File: src/logic/usbec_pkg.sv
package usbec_pkg;

    // ==========================================
    // bus geometry
    localparam int          AXI_ADDR_W   = 8;
    localparam int          NUM_EP       = 16;
    localparam int          IRQ_W        = 3;

    // ==========================================
    // register byte offsets
    localparam logic [7:0]  OFS_CONFIG   = 8'h00;  // config_one_register
    localparam logic [7:0]  OFS_POWER    = 8'h04;  // power_control_register
    localparam logic [7:0]  OFS_IRQ_STS  = 8'h08;  // sticky event status, read only
    localparam logic [7:0]  OFS_IRQ_EN   = 8'h0c;  // event enable
    localparam logic [7:0]  OFS_IRQ_CLR  = 8'h10;  // write one to clear, reads zero
    localparam logic [7:0]  OFS_EP_BASE  = 8'h40;  // endpoint_control_registers 0..15
    localparam logic [1:0]  EP_PAGE      = 2'h1;   // addr[7:6] of the endpoint block

    // ==========================================
    // config_one_register fields
    localparam int          CFG_EYE_BIT  = 7;      // eye_test_enable
    localparam int          CFG_OEM_BIT  = 6;      // output_enable_monitor
    localparam int          CFG_SIDL_BIT = 4;      // halt_when_idle
    localparam int          CFG_ASUS_BIT = 0;      // auto_sleep_suspend
    localparam logic [7:0]  CFG_MASK     = 8'hd1;
    localparam int          PWR_SUSP_BIT = 1;      // software_suspend
    localparam logic [7:0]  PWR_MASK     = 8'h02;

    // ==========================================
    // endpoint_control_registers fields
    localparam int          EP_LOW_SPEED_DIRECT_BIT  = 7;      // low_speed_direct
    localparam int          EP_RDIS_BIT  = 6;      // nak_retry_disable
    localparam int          EP_CDIS_BIT  = 4;      // control_transfer_disable
    localparam int          EP_RXEN_BIT  = 3;      // endpoint_receive_enable
    localparam int          EP_TXEN_BIT  = 2;      // endpoint_transmit_enable
    localparam int          EP_STAL_BIT  = 1;      // endpoint_stalled
    localparam int          EP_HSHK_BIT  = 0;      // endpoint_handshake_enable
    localparam logic [7:0]  EP_MASK      = 8'hdf;

    // ==========================================
    // interrupt event bits
    localparam int          IRQ_STALL    = 0;
    localparam int          IRQ_REFUSE   = 1;
    localparam int          IRQ_SUSPEND  = 2;

    // ==========================================
    // axi responses and reset value
    localparam logic [1:0]  RESP_OKAY    = 2'h0;
    localparam logic [1:0]  RESP_SLVERR  = 2'h2;
    localparam logic [7:0]  REG_RESET    = 8'h00;

    // ==========================================
    // token kinds offered by the serial engine
    typedef enum logic [1:0] {
        USBEC_TOK_OUT,
        USBEC_TOK_IN,
        USBEC_TOK_SETUP,
        USBEC_TOK_NONE
    } usbec_tok_kind_t;

    typedef struct packed {
        logic            valid;
        usbec_tok_kind_t kind;
        logic [3:0]      ep;
    } usbec_tok_t;

    // ==========================================
    // whole block state
    typedef struct packed {
        logic [7:0]                 cfg;
        logic                       sw_susp;
        logic [NUM_EP-1:0][7:0]     ep;
        logic [IRQ_W-1:0]           irq_sts;
        logic [IRQ_W-1:0]           irq_en;
        logic                       aw_got;
        logic [AXI_ADDR_W-1:0]      awaddr;
        logic                       w_got;
        logic [7:0]                 wdata;
        logic                       wstrb0;
        logic                       bvalid;
        logic [1:0]                 bresp;
        logic                       rvalid;
        logic [31:0]                rdata;
        logic [1:0]                 rresp;
        logic                       tok_acc;
        logic                       tok_ref;
        logic                       tok_hshk;
        logic                       retry;
        logic                       halted;
        logic                       susp;
        logic                       oe_mon;
        logic                       eye_run;
        logic                       ls_direct;
        logic                       pre_pid;
    } usbec_state_t;

endpackage

File: src/logic/usbec_ctrl.sv
// Decided for this implementation: the AXI4-Lite interface to the registers and the address map.
`timescale 1ns/10ps

// Operation
// - eye_test_enable set runs the eye-pattern test; clear keeps it off.
// - output_enable_monitor set shows when D+/D- are driven; clear keeps it inactive.
// - halt_when_idle set halts the block while the chip is idle.
// - auto_sleep_suspend set suspends the block whenever the chip sleeps.
// - auto_sleep_suspend clear: only software_suspend suspends and stops the 48 MHz clock.
// - bits 31 to 8 of config and endpoint registers always read zero.
// - host mode endpoint 0 low_speed_direct set allows direct low-speed, else PRE via hub.
// - host mode endpoint 0 nak_retry_disable clear retries NAKed transactions in hardware.
// - with transmit and receive on, control_transfer_disable refuses SETUP transfers.
// - endpoint accepts received data only while endpoint_receive_enable is set.
// - endpoint transmits only while endpoint_transmit_enable is set.
// - endpoint_stalled reads one once the endpoint has been stalled.
// - handshakes are sent only while endpoint_handshake_enable is set.
// - sixteen identical endpoint registers, each with its own bits.
module usbec_ctrl
    import usbec_pkg::*;
(
    input  wire logic                   CORE_CLK,
    input  wire logic                   RST_B,
    input  wire logic [AXI_ADDR_W-1:0]  AWADDR,
    input  wire logic                   AWVALID,
    output logic                        AWREADY,
    input  wire logic [31:0]            WDATA,
    input  wire logic [3:0]             WSTRB,
    input  wire logic                   WVALID,
    output logic                        WREADY,
    output logic [1:0]                  BRESP,
    output logic                        BVALID,
    input  wire logic                   BREADY,
    input  wire logic [AXI_ADDR_W-1:0]  ARADDR,
    input  wire logic                   ARVALID,
    output logic                        ARREADY,
    output logic [31:0]                 RDATA,
    output logic [1:0]                  RRESP,
    output logic                        RVALID,
    input  wire logic                   RREADY,
    input  wire usbec_tok_t             TOKEN,
    input  wire logic [NUM_EP-1:0]      STALL_SET,
    input  wire logic                   LINE_DRIVE,
    input  wire logic                   HOST_MODE,
    input  wire logic                   NAK_SEEN,
    input  wire logic                   CHIP_IDLE,
    input  wire logic                   CHIP_SLEEP,
    output logic                        TOK_ACCEPT,
    output logic                        TOK_REFUSE,
    output logic                        TOK_HANDSHAKE,
    output logic                        NAK_RETRY,
    output logic                        LOW_SPEED_DIRECT,
    output logic                        PRE_PID_REQ,
    output logic                        EYE_TEST_RUN,
    output logic                        OE_MON_B,
    output logic                        MODULE_HALT,
    output logic                        USB_SUSPEND,
    output logic                        CLK48_EN,
    output logic                        IRQ
);

    // ==========================================
    // state
    usbec_state_t              q;
    usbec_state_t              d;
    logic                      wr_fire;
    logic [AXI_ADDR_W-1:0]     wr_addr;
    logic [7:0]                wr_data;
    logic                      wr_lane0;
    logic [NUM_EP-1:0][7:0]    ep_nxt;
    logic [NUM_EP-1:0]         ep_hit;
    logic [7:0]                tok_ep;
    logic                      tok_ok;
    logic [IRQ_W-1:0]          irq_evt;
    logic [31:0]               rd_val;
    logic                      rd_map;
    logic                      susp_now;

    // ==========================================
    // write channel capture: address and data in either order
    always_comb begin
        AWREADY  = !q.aw_got && !q.bvalid;
        WREADY   = !q.w_got && !q.bvalid;
        wr_addr  = q.aw_got ? q.awaddr : AWADDR;
        wr_data  = q.w_got ? q.wdata : WDATA[7:0];
        wr_lane0 = q.w_got ? q.wstrb0 : WSTRB[0];
        wr_fire  = !q.bvalid && (q.aw_got || AWVALID) && (q.w_got || WVALID);
    end

    // ==========================================
    // per endpoint next value: software write, then hardware stall set on top
    for (genvar gi = 0; gi < NUM_EP; gi++) begin : g_ep
        assign ep_hit[gi] = wr_fire && wr_lane0
                            && (wr_addr == 8'(OFS_EP_BASE + 8'(4 * gi)));
        always_comb begin
            ep_nxt[gi] = ep_hit[gi] ? (wr_data & EP_MASK) : q.ep[gi];
            ep_nxt[gi][EP_STAL_BIT] = ep_nxt[gi][EP_STAL_BIT] | STALL_SET[gi];
        end
    end

    // ==========================================
    // read decode, upper 24 bits always zero
    always_comb begin
        rd_map = 1'b1;
        rd_val = 32'h0000_0000;
        if (ARADDR[7:6] == EP_PAGE && ARADDR[1:0] == 2'h0) begin
            rd_val = {24'h00_0000, q.ep[ARADDR[5:2]]};
        end else begin
            case (ARADDR)
                OFS_CONFIG:  rd_val = {24'h00_0000, q.cfg};
                OFS_POWER:   rd_val = {30'h0, q.sw_susp, 1'b0};
                OFS_IRQ_STS: rd_val = {29'h0, q.irq_sts};
                OFS_IRQ_EN:  rd_val = {29'h0, q.irq_en};
                OFS_IRQ_CLR: rd_val = 32'h0000_0000;
                default:     rd_map = 1'b0;
            endcase
        end
    end

    // ==========================================
    // token decision against the addressed endpoint
    always_comb begin
        tok_ep = q.ep[TOKEN.ep];
        case (TOKEN.kind)
            USBEC_TOK_OUT:   tok_ok = tok_ep[EP_RXEN_BIT];
            USBEC_TOK_IN:    tok_ok = tok_ep[EP_TXEN_BIT];
            USBEC_TOK_SETUP: tok_ok = tok_ep[EP_RXEN_BIT]
                                      && !(tok_ep[EP_TXEN_BIT] && tok_ep[EP_RXEN_BIT]
                                           && tok_ep[EP_CDIS_BIT]);
            default:         tok_ok = 1'b0;
        endcase
        tok_ok = tok_ok && !tok_ep[EP_STAL_BIT] && !q.halted && !q.susp;
    end

    // suspend request: software bit always, sleep only when auto enabled
    assign susp_now = q.sw_susp || (q.cfg[CFG_ASUS_BIT] && CHIP_SLEEP);
    assign irq_evt  = {susp_now && !q.susp,
                       TOKEN.valid && !tok_ok,
                       |STALL_SET};

    // ==========================================
    // next state
    always_comb begin
        d    = q;
        d.ep = ep_nxt;
        // write channel holding and response
        if (AWVALID && AWREADY && !wr_fire) begin
            d.aw_got = 1'b1;
            d.awaddr = AWADDR;
        end
        if (WVALID && WREADY && !wr_fire) begin
            d.w_got  = 1'b1;
            d.wdata  = WDATA[7:0];
            d.wstrb0 = WSTRB[0];
        end
        if (wr_fire) begin
            d.aw_got = 1'b0;
            d.w_got  = 1'b0;
            d.bvalid = 1'b1;
            d.bresp  = (wr_addr[7:6] == EP_PAGE && wr_addr[1:0] == 2'h0)
                       || wr_addr == OFS_CONFIG || wr_addr == OFS_POWER
                       || wr_addr == OFS_IRQ_STS || wr_addr == OFS_IRQ_EN
                       || wr_addr == OFS_IRQ_CLR ? RESP_OKAY : RESP_SLVERR;
            if (wr_lane0) begin
                case (wr_addr)
                    OFS_CONFIG: d.cfg = wr_data & CFG_MASK;
                    OFS_POWER:  d.sw_susp = wr_data[PWR_SUSP_BIT];
                    OFS_IRQ_EN: d.irq_en = wr_data[IRQ_W-1:0];
                    OFS_IRQ_CLR: d.irq_sts = q.irq_sts & ~wr_data[IRQ_W-1:0];
                    default: d.cfg = q.cfg;
                endcase
            end
        end else if (q.bvalid && BREADY) begin
            d.bvalid = 1'b0;
        end
        // sticky events: a set in the clearing cycle wins
        d.irq_sts = d.irq_sts | irq_evt;
        // read channel
        if (ARVALID && !q.rvalid) begin
            d.rvalid = 1'b1;
            d.rdata  = rd_val;
            d.rresp  = rd_map ? RESP_OKAY : RESP_SLVERR;
        end else if (q.rvalid && RREADY) begin
            d.rvalid = 1'b0;
        end
        // token answers, one-cycle pulses
        d.tok_acc   = TOKEN.valid && tok_ok;
        d.tok_ref   = TOKEN.valid && !tok_ok;
        d.tok_hshk  = TOKEN.valid && tok_ok && tok_ep[EP_HSHK_BIT];
        // host mode controls held in endpoint 0
        d.retry     = HOST_MODE && NAK_SEEN && !q.ep[0][EP_RDIS_BIT];
        d.ls_direct = HOST_MODE && q.ep[0][EP_LOW_SPEED_DIRECT_BIT];
        d.pre_pid   = HOST_MODE && !q.ep[0][EP_LOW_SPEED_DIRECT_BIT];
        // power and test controls
        d.halted    = q.cfg[CFG_SIDL_BIT] && CHIP_IDLE;
        d.susp      = susp_now;
        d.oe_mon    = q.cfg[CFG_OEM_BIT] && LINE_DRIVE;
        d.eye_run   = q.cfg[CFG_EYE_BIT];
    end

    // ==========================================
    // state register, everything zero at reset
    always_ff @(posedge CORE_CLK or negedge RST_B) begin
        if (!RST_B) begin
            q <= '0;
        end else begin
            q <= d;
        end
    end

    // ==========================================
    // outputs
    assign ARREADY          = !q.rvalid;
    assign BVALID           = q.bvalid;
    assign BRESP            = q.bresp;
    assign RVALID           = q.rvalid;
    assign RDATA            = q.rdata;
    assign RRESP            = q.rresp;
    assign TOK_ACCEPT       = q.tok_acc;
    assign TOK_REFUSE       = q.tok_ref;
    assign TOK_HANDSHAKE    = q.tok_hshk;
    assign NAK_RETRY        = q.retry;
    assign LOW_SPEED_DIRECT = q.ls_direct;
    assign PRE_PID_REQ      = q.pre_pid;
    assign EYE_TEST_RUN     = q.eye_run;
    assign OE_MON_B         = !q.oe_mon;  // active low monitor
    assign MODULE_HALT      = q.halted;
    assign USB_SUSPEND      = q.susp;
    assign CLK48_EN         = !q.susp;  // 48 MHz clock gated by suspend
    assign IRQ              = |(q.irq_sts & q.irq_en);
endmodule

File: config.mk
export PLATFORM = sky130hd
export DESIGN_NAME = usbec_ctrl
export DESIGN_NICKNAME = d
export VERILOG_FILES = /design/src/logic/usbec_pkg.sv /design/src/logic/usbec_ctrl.sv
export SDC_FILE = /design/constraint.sdc
export NUM_CORES = 1
export LEC_CHECK = 0
export ABC_AREA = 1
export BUFFER_PORTS_ARGS = -buffer_cell sky130_fd_sc_hd__buf_4
export CORE_MARGIN = 2
export CORE_UTILIZATION = 35
export DETAILED_ROUTE_END_ITERATION = 10
export PLACE_DENSITY_LB_ADDON = 0.05
export SYNTH_ARGS = -nofsm -noshare
export SYNTH_HDL_FRONTEND = slang
export SYNTH_SLANG_ARGS = --single-unit
File: constraint.sdc
create_clock -name CORE_CLK -period 2.15 [get_ports CORE_CLK]
set_clock_uncertainty 0.1 [all_clocks]
set_input_delay 0.3225 -clock CORE_CLK [delete_from_list [all_inputs] [get_ports CORE_CLK]]
set_output_delay 0.3225 -clock CORE_CLK [all_outputs]
set_load 0.01 [all_outputs]
* After elaboration in Yosys (flattened, before gate mapping)
Index checks and enable logic that the tools add are counted.
Word-level totals: register bits 190, input port bits 87, output and inout port bits 53, word-level logic and storage cells 230
Operators by class: $lt $le $gt $ge 2, equality and inequality tests 28, multiplexer cells 41, bitwise logic cells 20, reduce and logical (&&, ||, !) cells 83
Operator list (number):
- == test 8 x 7 -> 1 bit, second input constant | 16
- binary-select mux 8 bit (select 4 bit) | 2
- logical AND 1 bit | 47
- 2-to-1 mux 2 bit | 18
- == test 8 x 4 -> 1 bit, second input constant | 4
- 2-to-1 mux 8 bit | 4
- one-hot mux 8 bit (4 select lines) | 1
- == test 8 x 3 -> 1 bit, second input constant | 2
- == test 8 x 5 -> 1 bit, second input constant | 2
- zero test 8 bit | 2
- OR 1 bit | 16
- OR reduction 16 bit | 1
- zero test 1 bit | 13
- less-than comparator 4 x 5 -> 1 bit, second input constant | 2
- 2-to-1 mux 10 bit | 1
- 2-to-1 mux 9 bit | 1
- AND reduction 3 bit | 3
- logical OR 1 bit | 8
- 2-to-1 mux 1 bit | 8
- nonzero test 2 bit | 4
- 2-to-1 mux 7 bit | 1
- AND 3 bit | 2
- == test 2 x 1 -> 1 bit, second input constant | 3
- zero test 2 bit | 3
- other kinds (9) | 10

* Longest topological paths before layout
word-level depth 13, gate-level depth with buffers 15, depth with buffers taken out 15

* Least setup slack after synthesis
Ideal clock, no wire load.
path kind reg-to-reg, start point register q[66] (netlist name), end point register q[129] (netlist name), setup time 136 ps, data arrival time 1672 ps, required time 1914 ps, setup slack 243 ps, stages on the path, launching flop included 13, buffers on the path 2, clock period less this slack 1907 ps, cells stage by stage dfrtp_1 buf_6 inv_6 or3_4 a21oi_4 nand2_1 nor2_2 inv_2 nor2_4 inv_2 buf_6 nand2_1 o21ai_2
On the way: longest elaborated chain between the ends 5, elaborated cells on any way between the ends 7, those cells by class eq/ne (1); mux (1); reduce/logical (5)
RTL lines:
- from (decl) | RTL line usbec_ctrl.sv:64 | usbec_state_t q;
- from (signal assigned) | RTL line usbec_ctrl.sv:205 | q <= '0;
- from (signal assigned) | RTL line usbec_ctrl.sv:207 | q <= d;
- branches (longest 4 deep; another with 2-to-1 mux 8 bit)
- logical AND 1 bit * | RTL line usbec_ctrl.sv:94 | && (wr_addr == 8'(OFS_EP_BASE + 8'(4 * gi)));
Mark *: on every way between the ends. A chain may end at the register's enable or synchronous reset.

* Worst setup path after layout
start point register q[66] (netlist name), end point register q[191] (netlist name)
Same word-level chain as after synthesis.

==> impl_metrics.json <==
{
  "pwr_density_cell_mw_per_mm2": 943,
  "cp_common_cell": "nand2_2",
  "pin_count": 140,
  "fin_crit_sh_pct": 98.4,
  "die_h_um": 162,
  "arrival_ns": 2.32,
  "place_area_mm2": 0.0101,
  "reg2reg_from": "q[66]",
  "grt_pass1_wl_mm": 43.3,
  "ff2ff_setup_slack_ns": 0.03,
  "drt-wirelength-per-cell_um": 18.0,
  "route.detailed.drc": 0,
  "cts_tree": "built",
  "cts_max_path_buffers": 2,
  "antenna_cells": 0,
  "critPathTopFamily": "simple AND/OR/NAND/NOR gates",
  "path_max_fanout": 9,
  "reg2reg_depth": 9,
  "synth_seq_cells": 162,
  "min_period_ns": 2.12,
  "multiInputGateArea_mm2": 0.00384,
  "met2_length_mm": 13.0,
  "numClockSinks": 162,
  "totalWireLength_mm": 27.6,
  "synth_cell_types": 40,
  "met3WireLength_um": 989,
  "grt_pass1_vias": 7432,
  "cts_setup_buffers": 0,
  "p_leak_nw": 5.12,
  "cp-start-kind": "flip-flop",
  "post-route-util_pct": 44.8,
  "design_area_mm2": 0.0109,
  "cts_root_buffer": "clkbuf_16",
  "ff_latch_area_mm2": 0.00406,
  "drt-pass1-iter-count": 5,
  "fin_cells": 1536,
  "r2r-end": "q[191]",
  "drv_cap": 0,
  "antenna_found_initial": 0,
  "grt_max_degree": 49,
  "slowest_stage": "dfrtp_2",
  "nFillCells": 2490,
  "dieArea_mm2": 0.0261,
  "max_freq_mhz": 473,
  "critPathBufInv": 2,
  "dieWidth_um": 162,
  "grt_overflow": 0,
  "cts_max_level": 4,
  "critical_path_class": "flip-flop to flip-flop",
  "pre_cts_slack_ns": -0.0452,
  "cts_made_buffers": 17,
  "dp_hpwl_mm": 19.3,
  "drtAntennaViolNets": 0,
  "finalNetCount": 1286,
  "worst_slack_ns": 0.0349,
  "drive_above_1_share_pct": 25.3,
  "dr.max_layer_used": "met4",
  "clk_latency_ns": 0.44,
  "cp-end-kind": "flip-flop",
  "drt-initial-drc-count": 505,
  "core_mm2": 0.0243,
  "synth_edf_count": 0,
  "postSynthCellCount": 1060,
  "rsz0062_at_grt": "true",
  "ys_warn_count": 0,
  "hold_viol": 0,
  "min_path_type": "primary input to flip-flop",
  "slowest_delay_ns": 0.45,
  "initial_core_util_pct": 35.7,
  "clkTransAtPathRegs_ns": 0.07,
  "syn_area_mm2": 0.00868,
  "via_per_inst": 4.95,
  "drv_slew": 0,
  "async_reset_ff_share_pct": 100,
  "syn_area_per_cell_um2": 8.19,
  "syn2layout_area_growth_pct": 25.4,
  "crit_required_ns": 2.35,
  "worst_pin_slew_ns": 0.759,
  "m1WireLength_mm": 13.3,
  "hold_depth": 3,
  "final-setup-viol-count": 0,
  "track_usage_pct": 21.8,
  "rows": 57,
  "dp_cells": 1488,
  "seq_area_frac_synth_pct": 46.7,
  "status": "completed",
  "routed-via-count": 7609,
  "min_from": "NAK_SEEN",
  "worstHoldEndpoint": "NAK_RETRY",
  "synth_flop_cell": "dfrtp_1",
  "path_cells": "inv_6, or3_4, nand2_4, nand2_2, nor3_4, nand2_2, buf_2, nand2_1, o21ai_0",
  "ir_drop_mv": 0.444,
  "max_slew_margin_pct": 49.4,
  "place_congestion": 0.805,
  "holdWs_ns": 0.0120,
  "portBuffers": 84
}
==> report_power, final <==
part	internal (mW)	total [mW]	switching, mW
Sequential	3.63	4.01	0.384
Combinational	1.22	3.19	1.97
Clock	1.67	3.07	1.40
Total	6.52	10.3	3.75
==> worst min-delay path: stages <==
cell,delay [ns]
buf_4,0.11
nand2_1,0.05
nor2_1,0.03
==> state kept, by name, summed over array words and instances (netlist names) <==
| signal | count |
|---|---|
| MODULE_HALT | 1 |
| NAK_RETRY | 1 |
| PRE_PID_REQ | 1 |
| EYE_TEST_RUN | 1 |
| d | 1 |
| TOK_REFUSE | 1 |
| BVALID | 1 |
| USB_SUSPEND | 1 |
| q | 141 |
| RRESP | 1 |
| RDATA | 7 |
| LOW_SPEED_DIRECT | 1 |
| TOK_HANDSHAKE | 1 |
| TOK_ACCEPT | 1 |
| RVALID | 1 |
| BRESP | 1 |
==> cell usage in the layout (no fill, tap or decap), types with 3 or more instances in the layout <==
cell type and n:
or2_2 3, buf_4 142, buf_6 7, nand2_1 282, o211ai_1 18, mux2_2 6
buf_12 17, a221oi_1 3, a21oi_1 32, nor2_1 56, clkbuf_16 17, o221ai_1 5
nand2_2 12, nand3_1 43, nor2_4 4, o21ai_2 56, a22oi_1 31, conb_1 27
nor2_2 5, o22ai_1 7, or2_1 4, dfrtp_1 161, nor4_1 3, inv_1 82
nor3_1 6, inv_2 7, o211ai_2 4, nand4_1 5, dlygate4sd3_1 15, o21ai_1 45
o21ai_0 71, inv_6 8
==> cell families after synthesis <==
group | count (synthesis) | synth area share (%)
AO/OA/AOI/OAI | 280 | 20.9
buffers and inverters | 182 | 10.8
flip-flops | 162 | 46.7
multiplexers | 6 | 0.778
other | 1 | 0.0432
AND/OR/NAND/NOR | 429 | 20.8
==> how the worst max path moves through the flow <==
stage / from / endpoint / cells past startpoint
2_1_floorplan: q[66] / q[129] / 12
3_5_place_dp: q[66] / q[186] / 10
4_1_cts: q[66] / q[206] / 9
3_3_place_gp: q[66] / q[186] / 10
5_1_grt: q[66] / q[189] / 8
6_report: q[66] / q[191] / 9
==> repair_timing <==
item,in CTS,in global routing
gates resized for setup,2,23
gates cloned,0,1
endpoints found under the hold margin,150,0
pin swaps,1,3
hold buffers,15,0
endpoints found under the setup margin,23,44
==> metrics by stage <==
step / power (mW) / setup TNS [ns]
2_1_floorplan: 5.92 / 0
3_3_place_gp: 7.17 / 0
3_5_place_dp: 7.21 / -0.0875
4_1_cts: 10.3 / 0
5_1_grt: 10.9 / -0.201
6_report: 10.3 / 0
==> layer usage <==
layer  vias to the layer above  GRT usage, %
li1                       3742             -
met1                      3674          30.9
met2                       172          35.5
met3                        21          3.00
met4                         0          5.28
met5                         -             0
==> cell usage after synthesis (6+ instances only) <==
library cell / number / area, um^2
dfrtp_1: 162 / 4050
buf_2: 11 / 55.1
clkbuf_1: 26 / 97.6
nand3_1: 43 / 215
inv_2: 8 / 30.0
o21ai_0: 74 / 370
o21ai_1: 46 / 230
o21ai_2: 52 / 455
nand2_1: 286 / 1070
a21oi_1: 34 / 170
a22oi_1: 31 / 233
buf_6: 13 / 146
mux2_2: 6 / 67.6
nor2_1: 59 / 221
nand2_2: 10 / 62.6
inv_1: 83 / 312
buf_4: 36 / 270
nor3_1: 6 / 30.0
o211ai_1: 18 / 135
o22ai_1: 7 / 43.8
==> area by class of cell <==
cell class / count / share of cell area [%]
Inverter: 94 / 3.33
Sequential cell: 162 / 37.3
Timing Repair Buffer: 182 / 15.1
Clock buffer: 19 / 4.07
Multi-Input combinational cell: 742 / 35.3
Tap cell: 324 / 3.72
Clock inverter: 13 / 1.28
(Power assumes the default switching activity.)
